### config.mk
export PLATFORM = sky130hd
export DESIGN_NAME = adc_control_registers
export DESIGN_NICKNAME = d
export VERILOG_FILES = /design/src/hw/adc_pkg.sv /design/src/hw/adc_control_registers.sv
export SDC_FILE = /design/constraint.sdc
export NUM_CORES = 1
export LEC_CHECK = 0
export ABC_AREA = 1
export BUFFER_PORTS_ARGS = -buffer_cell sky130_fd_sc_hd__buf_2
export CELL_PAD_IN_SITES_DETAIL_PLACEMENT = 1
export CELL_PAD_IN_SITES_GLOBAL_PLACEMENT = 2
export CORE_ASPECT_RATIO = 1.2
export CORE_MARGIN = 3
export CORE_UTILIZATION = 34
export CTS_CLUSTER_SIZE = 14
export DETAILED_ROUTE_END_ITERATION = 10
export GPL_TIMING_DRIVEN = 0
export HOLD_SLACK_MARGIN = 0.02
export PLACE_DENSITY = 0.85
export SETUP_SLACK_MARGIN = 0.1
export SLEW_MARGIN = 20
export SYNTH_ARGS = -nofsm -noshare
export SYNTH_HDL_FRONTEND = slang
export SYNTH_SLANG_ARGS = --single-unit
export TNS_END_PERCENT = 50
### constraint.sdc
create_clock -name clk_sys_in -period 3.36 [get_ports clk_sys_in]
set_clock_uncertainty 0.2 [all_clocks]
set_input_delay 0.168 -clock clk_sys_in [delete_from_list [all_inputs] [get_ports clk_sys_in]]
set_output_delay 0.168 -clock clk_sys_in [all_outputs]
set_load 0.02 [all_outputs]
### src/hw/adc_pkg.sv
// What this block does
// - codes 0 to 11 route external inputs
// - codes 31, 29, 28 route internal sources
// - codes 12 to 27 and 30 connect nothing
// - writing run one starts a conversion
// - hardware clears run at completion
// - enable bit powers the converter
// - right justify zeroes six high bits
// - left justify zeroes six low bits
// - clock select picks divider or RC clock
// - negative reference ground or pin
// - positive reference supply, pin or fixed
// - four-bit field picks auto-trigger source
// - only rising trigger edges start conversions
// - timer wrap triggers also set timer flags
// - left format bit placement
// - right format bit placement
// - hold capacitor is never discharged
// - unimplemented bits read as zero
// - completion clears run, flags, loads results
// - abort loads partial result, fill last bit
// - trigger edge sets run in hardware
// - full conversion takes 11.5 bit periods
package adc_pkg;

  // ----------------------------------------------------------------
  // register map (word index on the register port)
  // ----------------------------------------------------------------
  localparam logic [2:0] OFS_CHANNEL_RUN   = 3'h0;
  localparam logic [2:0] OFS_FORMAT_CLOCK  = 3'h1;
  localparam logic [2:0] OFS_TRIGGER       = 3'h2;
  localparam logic [2:0] OFS_RESULT_HIGH   = 3'h3;
  localparam logic [2:0] OFS_RESULT_LOW    = 3'h4;

  // ----------------------------------------------------------------
  // field positions and reset values
  // ----------------------------------------------------------------
  localparam int POS_ENABLE   = 0;
  localparam int POS_RUN      = 1;
  localparam int POS_CHAN_LO  = 2;
  localparam int POS_CHAN_HI  = 6;
  localparam int POS_PREF_LO  = 0;
  localparam int POS_PREF_HI  = 1;
  localparam int POS_NREF     = 2;
  localparam int POS_CLK_LO   = 4;
  localparam int POS_CLK_HI   = 6;
  localparam int POS_JUSTIFY  = 7;
  localparam int POS_TRIG_LO  = 4;
  localparam int POS_TRIG_HI  = 7;
  localparam logic [7:0] RST_CONTROL = 8'h00;
  localparam logic [7:0] RST_RESULT  = 8'h00;

  // ----------------------------------------------------------------
  // channel, reference, clock and trigger codes
  // ----------------------------------------------------------------
  localparam logic [4:0] CHAN_LAST_EXT = 5'h0B;
  localparam logic [4:0] CHAN_FVR_ONE  = 5'h1F;
  localparam logic [4:0] CHAN_TEMP     = 5'h1D;
  localparam logic [4:0] CHAN_FVR_TWO  = 5'h1C;
  localparam logic [1:0] PREF_SUPPLY   = 2'h0;
  localparam logic [1:0] PREF_PIN      = 2'h2;
  localparam logic [1:0] PREF_FIXED    = 2'h3;
  localparam logic [2:0] CLK_DIV2      = 3'h0;
  localparam logic [2:0] CLK_DIV4      = 3'h4;
  localparam logic [2:0] CLK_DIV8      = 3'h1;
  localparam logic [2:0] CLK_DIV16     = 3'h5;
  localparam logic [2:0] CLK_DIV32     = 3'h2;
  localparam logic [2:0] CLK_DIV64     = 3'h6;
  localparam logic [3:0] TRIG_NONE     = 4'h0;
  localparam logic [3:0] TRIG_CCP_ONE  = 4'h1;
  localparam logic [3:0] TRIG_CCP_TWO  = 4'h2;
  localparam logic [3:0] TRIG_TMR_ZERO = 4'h3;
  localparam logic [3:0] TRIG_TMR_ONE  = 4'h4;
  localparam logic [3:0] TRIG_TMR_TWO  = 4'h5;

  // ----------------------------------------------------------------
  // timing: half bit periods in system clocks per divider choice
  // ----------------------------------------------------------------
  localparam logic [5:0] HALF_DIV2      = 6'h01;
  localparam logic [5:0] HALF_DIV4      = 6'h02;
  localparam logic [5:0] HALF_DIV8      = 6'h04;
  localparam logic [5:0] HALF_DIV16     = 6'h08;
  localparam logic [5:0] HALF_DIV32     = 6'h10;
  localparam logic [5:0] HALF_DIV64     = 6'h20;
  localparam logic [1:0] SETTLE_HALVES  = 2'h3;  // 1.5 bit periods
  localparam logic [3:0] RESULT_MSB     = 4'h9;

  // ----------------------------------------------------------------
  // types
  // ----------------------------------------------------------------
  typedef enum logic [1:0] {
    CONV_IDLE   = 2'b00,
    CONV_SETTLE = 2'b01,
    CONV_BITS   = 2'b10
  } conv_state_t;

  typedef struct packed {
    logic       ext_valid;
    logic [3:0] ext_index;
    logic       fvr_one;
    logic       temp;
    logic       fvr_two;
  } analog_select_t;

  typedef struct packed {
    logic pos_supply;
    logic pos_pin;
    logic pos_fixed;
    logic neg_pin;
  } reference_select_t;

  typedef struct packed {
    logic capture_compare_unit_one;
    logic capture_compare_unit_two;
    logic timer_zero_wrap_event;
    logic timer_one_wrap_event;
    logic timer_two_period_match;
  } trigger_sources_t;

  typedef struct packed {
    logic [4:0]       analog_channel_select;
    logic             run;
    logic             converter_enable;
    logic             result_justify_select;
    logic [2:0]       conversion_clock_select;
    logic             negative_reference_select;
    logic [1:0]       positive_reference_select;
    logic [3:0]       auto_trigger_select;
    logic [7:0]       result_high;
    logic [7:0]       result_low;
    logic [7:0]       read_data;
    conv_state_t      state;
    logic [5:0]       div_cnt;
    logic [4:0]       half_cnt;
    logic [3:0]       bit_idx;
    logic [9:0]       conversion_result;
    logic             bit_strobe;
    logic             done_pulse;
    trigger_sources_t trig_prev;
    logic             timer_zero_flag_set;
    logic             timer_one_flag_set;
    logic             rc_sync1;
    logic             rc_sync2;
    logic             rc_prev;
  } adc_state_t;

endpackage

### src/hw/adc_control_registers.sv
module adc_control_registers (
  // clock and reset
  input  wire logic                       clk_sys_in,
  input  wire logic                       rstn_in,
  // register port
  input  wire logic [2:0]                 reg_addr_in,
  input  wire logic [7:0]                 reg_wdata_in,
  input  wire logic                       reg_write_in,
  input  wire logic                       reg_read_in,
  output logic      [7:0]                 reg_rdata_out,
  // trigger sources and internal RC oscillator
  input  wire adc_pkg::trigger_sources_t  trigger_sources_in,
  input  wire logic                       internal_rc_clock_in,
  // converter core
  input  wire logic                       comparator_in,
  output logic                            converter_power_out,
  output logic                            sample_switch_close_out,
  output logic      [9:0]                 trial_code_out,
  output logic                            bit_strobe_out,
  output adc_pkg::analog_select_t         analog_select_out,
  output adc_pkg::reference_select_t      reference_select_out,
  // events to the interrupt flags outside
  output logic                            conversion_done_flag_out,
  output logic                            timer_zero_flag_set_out,
  output logic                            timer_one_flag_set_out
);
  import adc_pkg::*;

  adc_state_t st;
  adc_state_t next_st;

  // ----------------------------------------------------------------
  // helpers
  // ----------------------------------------------------------------

  // half bit period in system clocks; zero marks the RC oscillator
  function automatic logic [5:0] half_len(input logic [2:0] sel);
    logic [5:0] len;
    len = 6'h00;
    if (sel == CLK_DIV2) begin
      len = HALF_DIV2;
    end else if (sel == CLK_DIV4) begin
      len = HALF_DIV4;
    end else if (sel == CLK_DIV8) begin
      len = HALF_DIV8;
    end else if (sel == CLK_DIV16) begin
      len = HALF_DIV16;
    end else if (sel == CLK_DIV32) begin
      len = HALF_DIV32;
    end else if (sel == CLK_DIV64) begin
      len = HALF_DIV64;
    end
    return len;
  endfunction

  // bits at and below idx are undecided: copy the last decided bit
  function automatic logic [9:0] fill_partial(input logic [9:0] sar,
                                              input logic [3:0] idx,
                                              input logic       any_done);
    logic [9:0] res;
    logic       last;
    res = sar;
    last = 1'b0;
    if (any_done && idx < RESULT_MSB) begin
      last = sar[idx + 4'h1];
    end
    for (int i = 0; i < 10; i++) begin
      if (i <= int'(idx) || !any_done) begin
        res[i] = last;
      end
    end
    return res;
  endfunction

  // split a ten-bit result into the high and low result bytes
  function automatic logic [15:0] justify(input logic [9:0] res, input logic right);
    logic [15:0] out;
    if (right) begin
      out = {6'h00, res[9:8], res[7:0]};
    end else begin
      out = {res[9:2], res[1:0], 6'h00};
    end
    return out;
  endfunction

  // ----------------------------------------------------------------
  // next state
  // ----------------------------------------------------------------
  always_comb begin
    logic             wr_ctl0;
    logic             sw_clear_run;
    logic             sw_set_run;
    logic             trig_edge;
    trigger_sources_t edges;
    logic             half_tick;
    logic             rc_edge;
    logic [5:0]       hlen;
    logic             finish;
    logic             abort;
    logic [15:0]      packed_res;
    logic [9:0]       final_res;
    next_st = st;
    wr_ctl0 = reg_write_in && (reg_addr_in == OFS_CHANNEL_RUN);
    sw_set_run = wr_ctl0 && reg_wdata_in[POS_RUN];
    sw_clear_run = wr_ctl0 && !reg_wdata_in[POS_RUN];
    finish = 1'b0;
    abort = 1'b0;
    final_res = st.conversion_result;
    next_st.bit_strobe = 1'b0;
    next_st.done_pulse = 1'b0;
    packed_res = 16'h0000;
    half_tick = 1'b0;
    hlen = half_len(st.conversion_clock_select);
    rc_edge = st.rc_sync2 ^ st.rc_prev;
    // per-source edges come before the select, so reselecting fakes none
    edges = trigger_sources_in & ~st.trig_prev;
    trig_edge = 1'b0;

    // rc oscillator: two flops, then a third for edge detection
    next_st.rc_sync1 = internal_rc_clock_in;
    next_st.rc_sync2 = st.rc_sync1;
    next_st.rc_prev = st.rc_sync2;
    next_st.trig_prev = trigger_sources_in;
    case (st.auto_trigger_select)
      TRIG_CCP_ONE:  trig_edge = edges.capture_compare_unit_one;
      TRIG_CCP_TWO:  trig_edge = edges.capture_compare_unit_two;
      TRIG_TMR_ZERO: trig_edge = edges.timer_zero_wrap_event;
      TRIG_TMR_ONE:  trig_edge = edges.timer_one_wrap_event;
      TRIG_TMR_TWO:  trig_edge = edges.timer_two_period_match;
      default:       trig_edge = 1'b0;
    endcase
    // timer flags follow their event, selected or not
    next_st.timer_zero_flag_set = edges.timer_zero_wrap_event;
    next_st.timer_one_flag_set = edges.timer_one_wrap_event;

    // register writes
    if (reg_write_in) begin
      if (reg_addr_in == OFS_CHANNEL_RUN) begin
        next_st.analog_channel_select = reg_wdata_in[POS_CHAN_HI:POS_CHAN_LO];
        next_st.converter_enable = reg_wdata_in[POS_ENABLE];
      end else if (reg_addr_in == OFS_FORMAT_CLOCK) begin
        next_st.result_justify_select = reg_wdata_in[POS_JUSTIFY];
        next_st.conversion_clock_select = reg_wdata_in[POS_CLK_HI:POS_CLK_LO];
        next_st.negative_reference_select = reg_wdata_in[POS_NREF];
        next_st.positive_reference_select = reg_wdata_in[POS_PREF_HI:POS_PREF_LO];
      end else if (reg_addr_in == OFS_TRIGGER) begin
        next_st.auto_trigger_select = reg_wdata_in[POS_TRIG_HI:POS_TRIG_LO];
      end else if (reg_addr_in == OFS_RESULT_HIGH) begin
        next_st.result_high = reg_wdata_in;
      end else if (reg_addr_in == OFS_RESULT_LOW) begin
        next_st.result_low = reg_wdata_in;
      end
    end

    // half bit period tick from the divider or the rc oscillator
    if (hlen == 6'h00) begin
      half_tick = rc_edge;
    end else if (st.div_cnt >= hlen - 6'h01) begin
      half_tick = 1'b1;
    end
    if (st.state == CONV_IDLE || half_tick) begin
      next_st.div_cnt = 6'h00;
    end else begin
      next_st.div_cnt = st.div_cnt + 6'h01;
    end

    // conversion sequencer: 1.5 bit periods settle, then ten bits
    case (st.state)
      CONV_IDLE: begin
        next_st.half_cnt = 5'h00;
        next_st.bit_idx = RESULT_MSB;
        if (st.run && st.converter_enable) begin
          next_st.state = CONV_SETTLE;
          next_st.conversion_result = 10'h000;
        end
      end
      CONV_SETTLE: begin
        if (half_tick) begin
          next_st.half_cnt = st.half_cnt + 5'h01;
          if (st.half_cnt == {3'h0, SETTLE_HALVES} - 5'h01) begin
            next_st.state = CONV_BITS;
            next_st.half_cnt = 5'h00;
            next_st.conversion_result[RESULT_MSB] = 1'b1;
            next_st.bit_strobe = 1'b1;
          end
        end
      end
      CONV_BITS: begin
        if (half_tick) begin
          next_st.half_cnt = st.half_cnt + 5'h01;
          if (st.half_cnt[0]) begin
            // end of one bit period: keep or drop the trial bit
            next_st.conversion_result[st.bit_idx] = comparator_in;
            if (st.bit_idx == 4'h0) begin
              finish = 1'b1;
              final_res = st.conversion_result;
              final_res[0] = comparator_in;
            end else begin
              next_st.bit_idx = st.bit_idx - 4'h1;
              next_st.conversion_result[st.bit_idx - 4'h1] = 1'b1;
              next_st.bit_strobe = 1'b1;
            end
          end
        end
      end
      default: begin
        next_st.state = CONV_IDLE;
      end
    endcase

    // software abort keeps what is converted so far
    if (st.state != CONV_IDLE && sw_clear_run && !finish) begin
      abort = 1'b1;
      final_res = fill_partial(st.conversion_result, st.bit_idx,
                               st.state == CONV_BITS && st.bit_idx != RESULT_MSB);
    end

    if (finish || abort) begin
      next_st.bit_strobe = 1'b0;
      packed_res = justify(final_res, st.result_justify_select);
      next_st.result_high = packed_res[15:8];
      next_st.result_low = packed_res[7:0];
      next_st.state = CONV_IDLE;
      next_st.conversion_result = final_res;
      next_st.done_pulse = finish;
    end

    // disabling the converter stops any conversion
    if (!next_st.converter_enable) begin
      next_st.state = CONV_IDLE;
      next_st.bit_strobe = 1'b0;
    end

    // run flag: a set from software or trigger beats any clear
    if (sw_set_run || trig_edge) begin
      next_st.run = 1'b1;
    end else if (sw_clear_run || finish) begin
      next_st.run = 1'b0;
    end else if (!next_st.converter_enable) begin
      next_st.run = 1'b0;
    end

    // read data stands in the cycle after the read strobe
    next_st.read_data = 8'h00;
    if (reg_read_in) begin
      if (reg_addr_in == OFS_CHANNEL_RUN) begin
        next_st.read_data = {1'b0, st.analog_channel_select, st.run,
                             st.converter_enable};
      end else if (reg_addr_in == OFS_FORMAT_CLOCK) begin
        next_st.read_data = {st.result_justify_select, st.conversion_clock_select, 1'b0,
                             st.negative_reference_select,
                             st.positive_reference_select};
      end else if (reg_addr_in == OFS_TRIGGER) begin
        next_st.read_data = {st.auto_trigger_select, 4'h0};
      end else if (reg_addr_in == OFS_RESULT_HIGH) begin
        next_st.read_data = st.result_high;
      end else if (reg_addr_in == OFS_RESULT_LOW) begin
        next_st.read_data = st.result_low;
      end
    end
  end

  // ----------------------------------------------------------------
  // state register
  // ----------------------------------------------------------------
  always_ff @(posedge clk_sys_in or negedge rstn_in) begin
    if (!rstn_in) begin
      st <= '0;
      st.analog_channel_select <= RST_CONTROL[POS_CHAN_HI:POS_CHAN_LO];
      st.result_high <= RST_RESULT;
      st.result_low <= RST_RESULT;
      st.state <= CONV_IDLE;
    end else begin
      st <= next_st;
    end
  end

  // ----------------------------------------------------------------
  // outputs
  // ----------------------------------------------------------------

  // channel routing; reserved codes leave every select low
  always_comb begin
    analog_select_out = '0;
    if (st.analog_channel_select <= CHAN_LAST_EXT) begin
      analog_select_out.ext_valid = 1'b1;
      analog_select_out.ext_index = st.analog_channel_select[3:0];
    end else if (st.analog_channel_select == CHAN_FVR_ONE) begin
      analog_select_out.fvr_one = 1'b1;
    end else if (st.analog_channel_select == CHAN_TEMP) begin
      analog_select_out.temp = 1'b1;
    end else if (st.analog_channel_select == CHAN_FVR_TWO) begin
      analog_select_out.fvr_two = 1'b1;
    end else begin
      analog_select_out = '0;
    end
  end

  // references; the reserved positive code selects nothing
  always_comb begin
    reference_select_out.pos_supply = st.positive_reference_select == PREF_SUPPLY;
    reference_select_out.pos_pin = st.positive_reference_select == PREF_PIN;
    reference_select_out.pos_fixed = st.positive_reference_select == PREF_FIXED;
    reference_select_out.neg_pin = st.negative_reference_select;
  end

  // switch closes only while enabled and idle; the capacitor is never discharged between runs
  assign sample_switch_close_out = st.converter_enable && (st.state == CONV_IDLE);
  assign converter_power_out = st.converter_enable;
  assign trial_code_out = st.conversion_result;
  assign bit_strobe_out = st.bit_strobe;
  assign reg_rdata_out = st.read_data;
  assign conversion_done_flag_out = st.done_pulse;
  assign timer_zero_flag_set_out = st.timer_zero_flag_set;
  assign timer_one_flag_set_out = st.timer_one_flag_set;

endmodule

# Word level (Yosys, flattened, before mapping)
# Index checks and enable logic that the tools add are counted.
# classes
n_lt_le_gt_ge	17
muxes	88
n_reduce_logical	51
bitwise_logic	6
eq_ne	41
n_addsub	5
# op_table
operator	n
two-way mux 8 bit	9
two-way mux 16 bit	3
two-way mux 6 bit	7
two-way mux 20 bit	2
two-way mux 1 bit	37
two-way mux 15 bit	2
two-way mux 28 bit	1
two-way mux 27 bit	1
two-way mux 10 bit	2
one-hot mux 9 bit (2 select lines)	1
less-or-equal comparator 3 x 4 -> 1 bit, first input constant	4
inequality test 2 bit, second input constant	8
inequality test 4 bit, second input constant	4
AND reduction 4 bit	4
equality test 5 bit, second input constant	3
less-than comparator 4 x 5 -> 1 bit, second input constant	3
two-way mux 5 bit	3
one-hot mux 5 bit (3 select lines)	1
logical OR 1 bit	13
equality test 3 bit, second input constant	4
two-way mux 12 bit	1
two-way mux 2 bit	6
AND reduction 6 bit	2
logical AND 1 bit	11
other kinds (50)	76
# totals
ff_bits	81
inputBits	22
elab_cells	237
output_inout_bits	36

# Longest topological paths before layout
# logic_depth
word_depth	19
depth_mapped	19

# Least setup slack after synthesis
# Ideal clock, no wire load.
# synth_timing
path_type	register -> register
from	reg st[22] (netlist name)
to	reg st[56] (netlist name)
required_time_ns	3.037
path_buffers	1
setup_ns	0.123
period_less_slack_ns	2.367
stages_incl_launch_ff	15
arrival_time_ns	2.044
path_slack_ns	0.993
path_cell_list	dfrtp_1 buf_2 inv_2 ha_1 nand2_4 nor2_4 inv_2 nor2_4 nand4_4 nand2_2 inv_2 nand2_1 nand2_1 o21ai_0 nand2_1
# synth_between
elab_chain_cells	11
word_cells_on_any_way	33
cone_classes	add/sub (1); order compare (3); eq/ne (4); mux (13); reduce/logical (12)
# synth_rtl
item	line	source
from (decl)	adc_control_registers.sv:29	adc_state_t st;
from (signal assigned)	adc_control_registers.sv:274	st <= next_st;
branches (longest 11 deep; another with adder 4 x 1 -> 4 bit)	-	
# Parallel ways; which one is timed is not known. The select of a mux whose other input is x is not followed.
# A chain may end at the register's enable or synchronous reset.

# Worst setup path after layout
# Ends and elaborated chain as after synthesis.

==> results.json <==
{
  "grt_usage_pct": 21.2,
  "fin_cells": 1054,
  "worst_pin_slew_ps": 621,
  "r2r_setup_slack_ps": 440,
  "worstReg2RegEnd": "st[56]",
  "cp-start-kind": "flip-flop",
  "nNetsFinal": 886,
  "clk_pin_slew_ps": 70,
  "clock_latency_ps": 350,
  "grt_pass1_vias": 5740,
  "slew_violations": 0,
  "cts_max_path_buffers": 2,
  "ctsResizeCount": 0,
  "crit_path_end_kind": "flip-flop",
  "cts_setup_buffers": 0,
  "num_vias": 5355,
  "synth.avg_cell_area_um2": 7.12,
  "rsz0062_at_grt": "no",
  "ios": 58,
  "gr-total-overflow": 0,
  "synth-warning-count": 0,
  "cts_sinks": 81,
  "crit_end": "st[56]",
  "final_cell_mix": "nand2_1 (194), nor2_1 (97), inv_1 (86), dfrtp_1 (81)",
  "drt_iter0_drc": 253,
  "grt_max_degree": 48,
  "drt-vias-per-instance": 5.08,
  "final.period_utilization_pct": 86.9,
  "startpoint": "st[22]",
  "place.gp.congestion": 0.870,
  "power_leakage_nw": 3.21,
  "cts_tree": "done",
  "fmax_ghz": 0.343,
  "p_total_mw": 3.94,
  "holdBufCountCts": 17,
  "synth_area_mm2": 0.00541,
  "ys_seq_area_share_pct": 37.5,
  "synth-seq-cells": 81,
  "htree_levels": 3,
  "required_ps": 3390,
  "wl_per_cell_um": 16.8,
  "r2r_start": "st[22]",
  "status": "completed",
  "dieArea_mm2": 0.0175,
  "fp-row-count": 49,
  "wirelength_um": 17700,
  "antenna_found_initial": 0,
  "period_minus_slack_ps": 2920,
  "power_density_mw_per_mm2": 612,
  "crit_type": "flip-flop to flip-flop",
  "area_growth_pct": 19.2,
  "layout-drive-gt1-share_pct": 16.5,
  "ir_drop_v": 0.000208,
  "die_width_um": 121,
  "dp_cells": 1021,
  "hp-start": "reg_addr_in[1]",
  "layout_commonest_cell": "nand2_1",
  "cts.root.buffer_cell": "clkbuf_16",
  "drc": 0,
  "r2r_cells": 14,
  "syn_nets": 800,
  "diodes": 0,
  "fill_cells": 1966,
  "grt_pass1_wl_um": 29100,
  "syn_inst": 759,
  "portBuffers": 57,
  "hold_viol_final": 0,
  "cts_buffers": 9,
  "fin_tns_setup_ps": 0,
  "maxSlewHeadroom_pct": 58.4,
  "fp.dieH_um": 144,
  "setup_viol": 0,
  "dp_hpwl_um": 13900,
  "coreArea_mm2": 0.0153,
  "firstDrtPassIters": 4,
  "postRouteAntennaNets": 0,
  "cap_violations": 0,
  "cp_data_arrival_time_ps": 2950,
  "start_util_pct": 35.4,
  "hold_class": "primary input to flip-flop",
  "critPathMaxFanout": 11,
  "synthDistinctLibCells": 48
}
cell type report:
| class | instances | area, um2 | share of cell area [%] |
|---|---|---|---|
| Buffer | 32 | 240 | 3.73 |
| Clock buffer | 9 | 225 | 3.50 |
| Clock inverter | 7 | 77.6 | 1.20 |
| Inverter | 99 | 377 | 5.85 |
| Multi-Input combinational cell | 547 | 2760 | 42.9 |
| Sequential cell | 81 | 2030 | 31.5 |
| Tap cell | 204 | 255 | 3.96 |
| Timing Repair Buffer | 75 | 478 | 7.42 |
cells by family after synthesis:
kind of cell	after synthesis	synth area share [%]
DFF	81	37.5
xor gates and xnor gates	4	0.648
and+or+nand+nor	407	33.1
AOI/OAI and AO/OA	117	12.9
buffers and inverters	131	11.4
adders and majority gates	19	4.40
synth_stat cells, drive strengths merged:
cell type	n	area, um2
inv	95	357
ha	19	238
dfrtp	81	2030
o31ai	1	7.51
nor3b	2	15.0
o211ai	4	30.0
nand3	61	305
nand4	21	146
a211oi	2	15.0
a221o	2	20.0
a31oi	7	50.1
and3	1	6.26
clkbuf	2	8.75
nor4	1	6.26
nand2	203	810
clkinv	4	20.0
o221ai	1	8.76
nor3	12	65.1
o21bai	1	18.8
nand3b	2	15.0
xnor2	1	8.76
buf	30	231
xor2	3	26.3
nor2	101	404
or2	3	18.8
o22ai	1	6.26
o21a	1	7.51
a32oi	1	8.76
a221oi	3	26.3
o21ai	49	257
a21oi	44	243
through the flow:
| step | cell area (um2) | hold slack (ps) | setup slack (ps) | util [%] |
|---|---|---|---|---|
| after global placement | 5950 | 77.7 | 485 | 39.0 |
| final | 6440 | 59.3 | 441 | 42.2 |
| after CTS | 6440 | 43.8 | 430 | 42.2 |
| after detailed placement | 5970 | 28.4 | 438 | 39.1 |
| after global routing | 6440 | 92.0 | 209 | 42.2 |
| after floorplan | 5410 | -328 | 993 | - |
layer usage:
metal	wire [um]	share of wire [%]	GRT usage [%]
met3	561	3.2	3.09
met1	7570	43	24.9
met4	508	2.9	8.29
met2	9090	51	38.7
met5	0	0	0
report_power, final:
group	total, mW	switching, mW	internal (mW)
clock	1.02	0.436	0.582
sequential	1.42	0.247	1.17
combinational	1.50	0.965	0.537
critical path: stages (launching register included):
cell and delay [ps]:
dfrtp_1 420, buf_2 210, inv_2 190, ha_1 300
nand2_4 80, nor2_4 140, inv_2 90, nor2_4 120
nand4_4 220, nand2_4 230, inv_2 160, o21ai_4 160
o21ai_0 150, inv_1 70, nand2_1 50
how the worst min path moves through the flow:
stage                       endpoint  depth (start not counted)  slack, ps
floorplan             bit_strobe_out                          0       -330
global placement          next_st[1]                          1         80
detailed placement            st[33]                          1         30
CTS                 reg_rdata_out[4]                          4         40
global route        reg_rdata_out[4]                          4         90
finish              reg_rdata_out[4]                          4         60
state kept, by name (all words and copies together), names as in the netlist:
name                      cells
converter_power_out           1
bit_strobe_out                1
conversion_done_flag_out      1
timer_one_flag_set_out        1
next_st                       2
reg_rdata_out                 8
st                           55
reference_select_out          1
timer_zero_flag_set_out       1
trial_code_out               10
(Power assumes the default switching activity.)
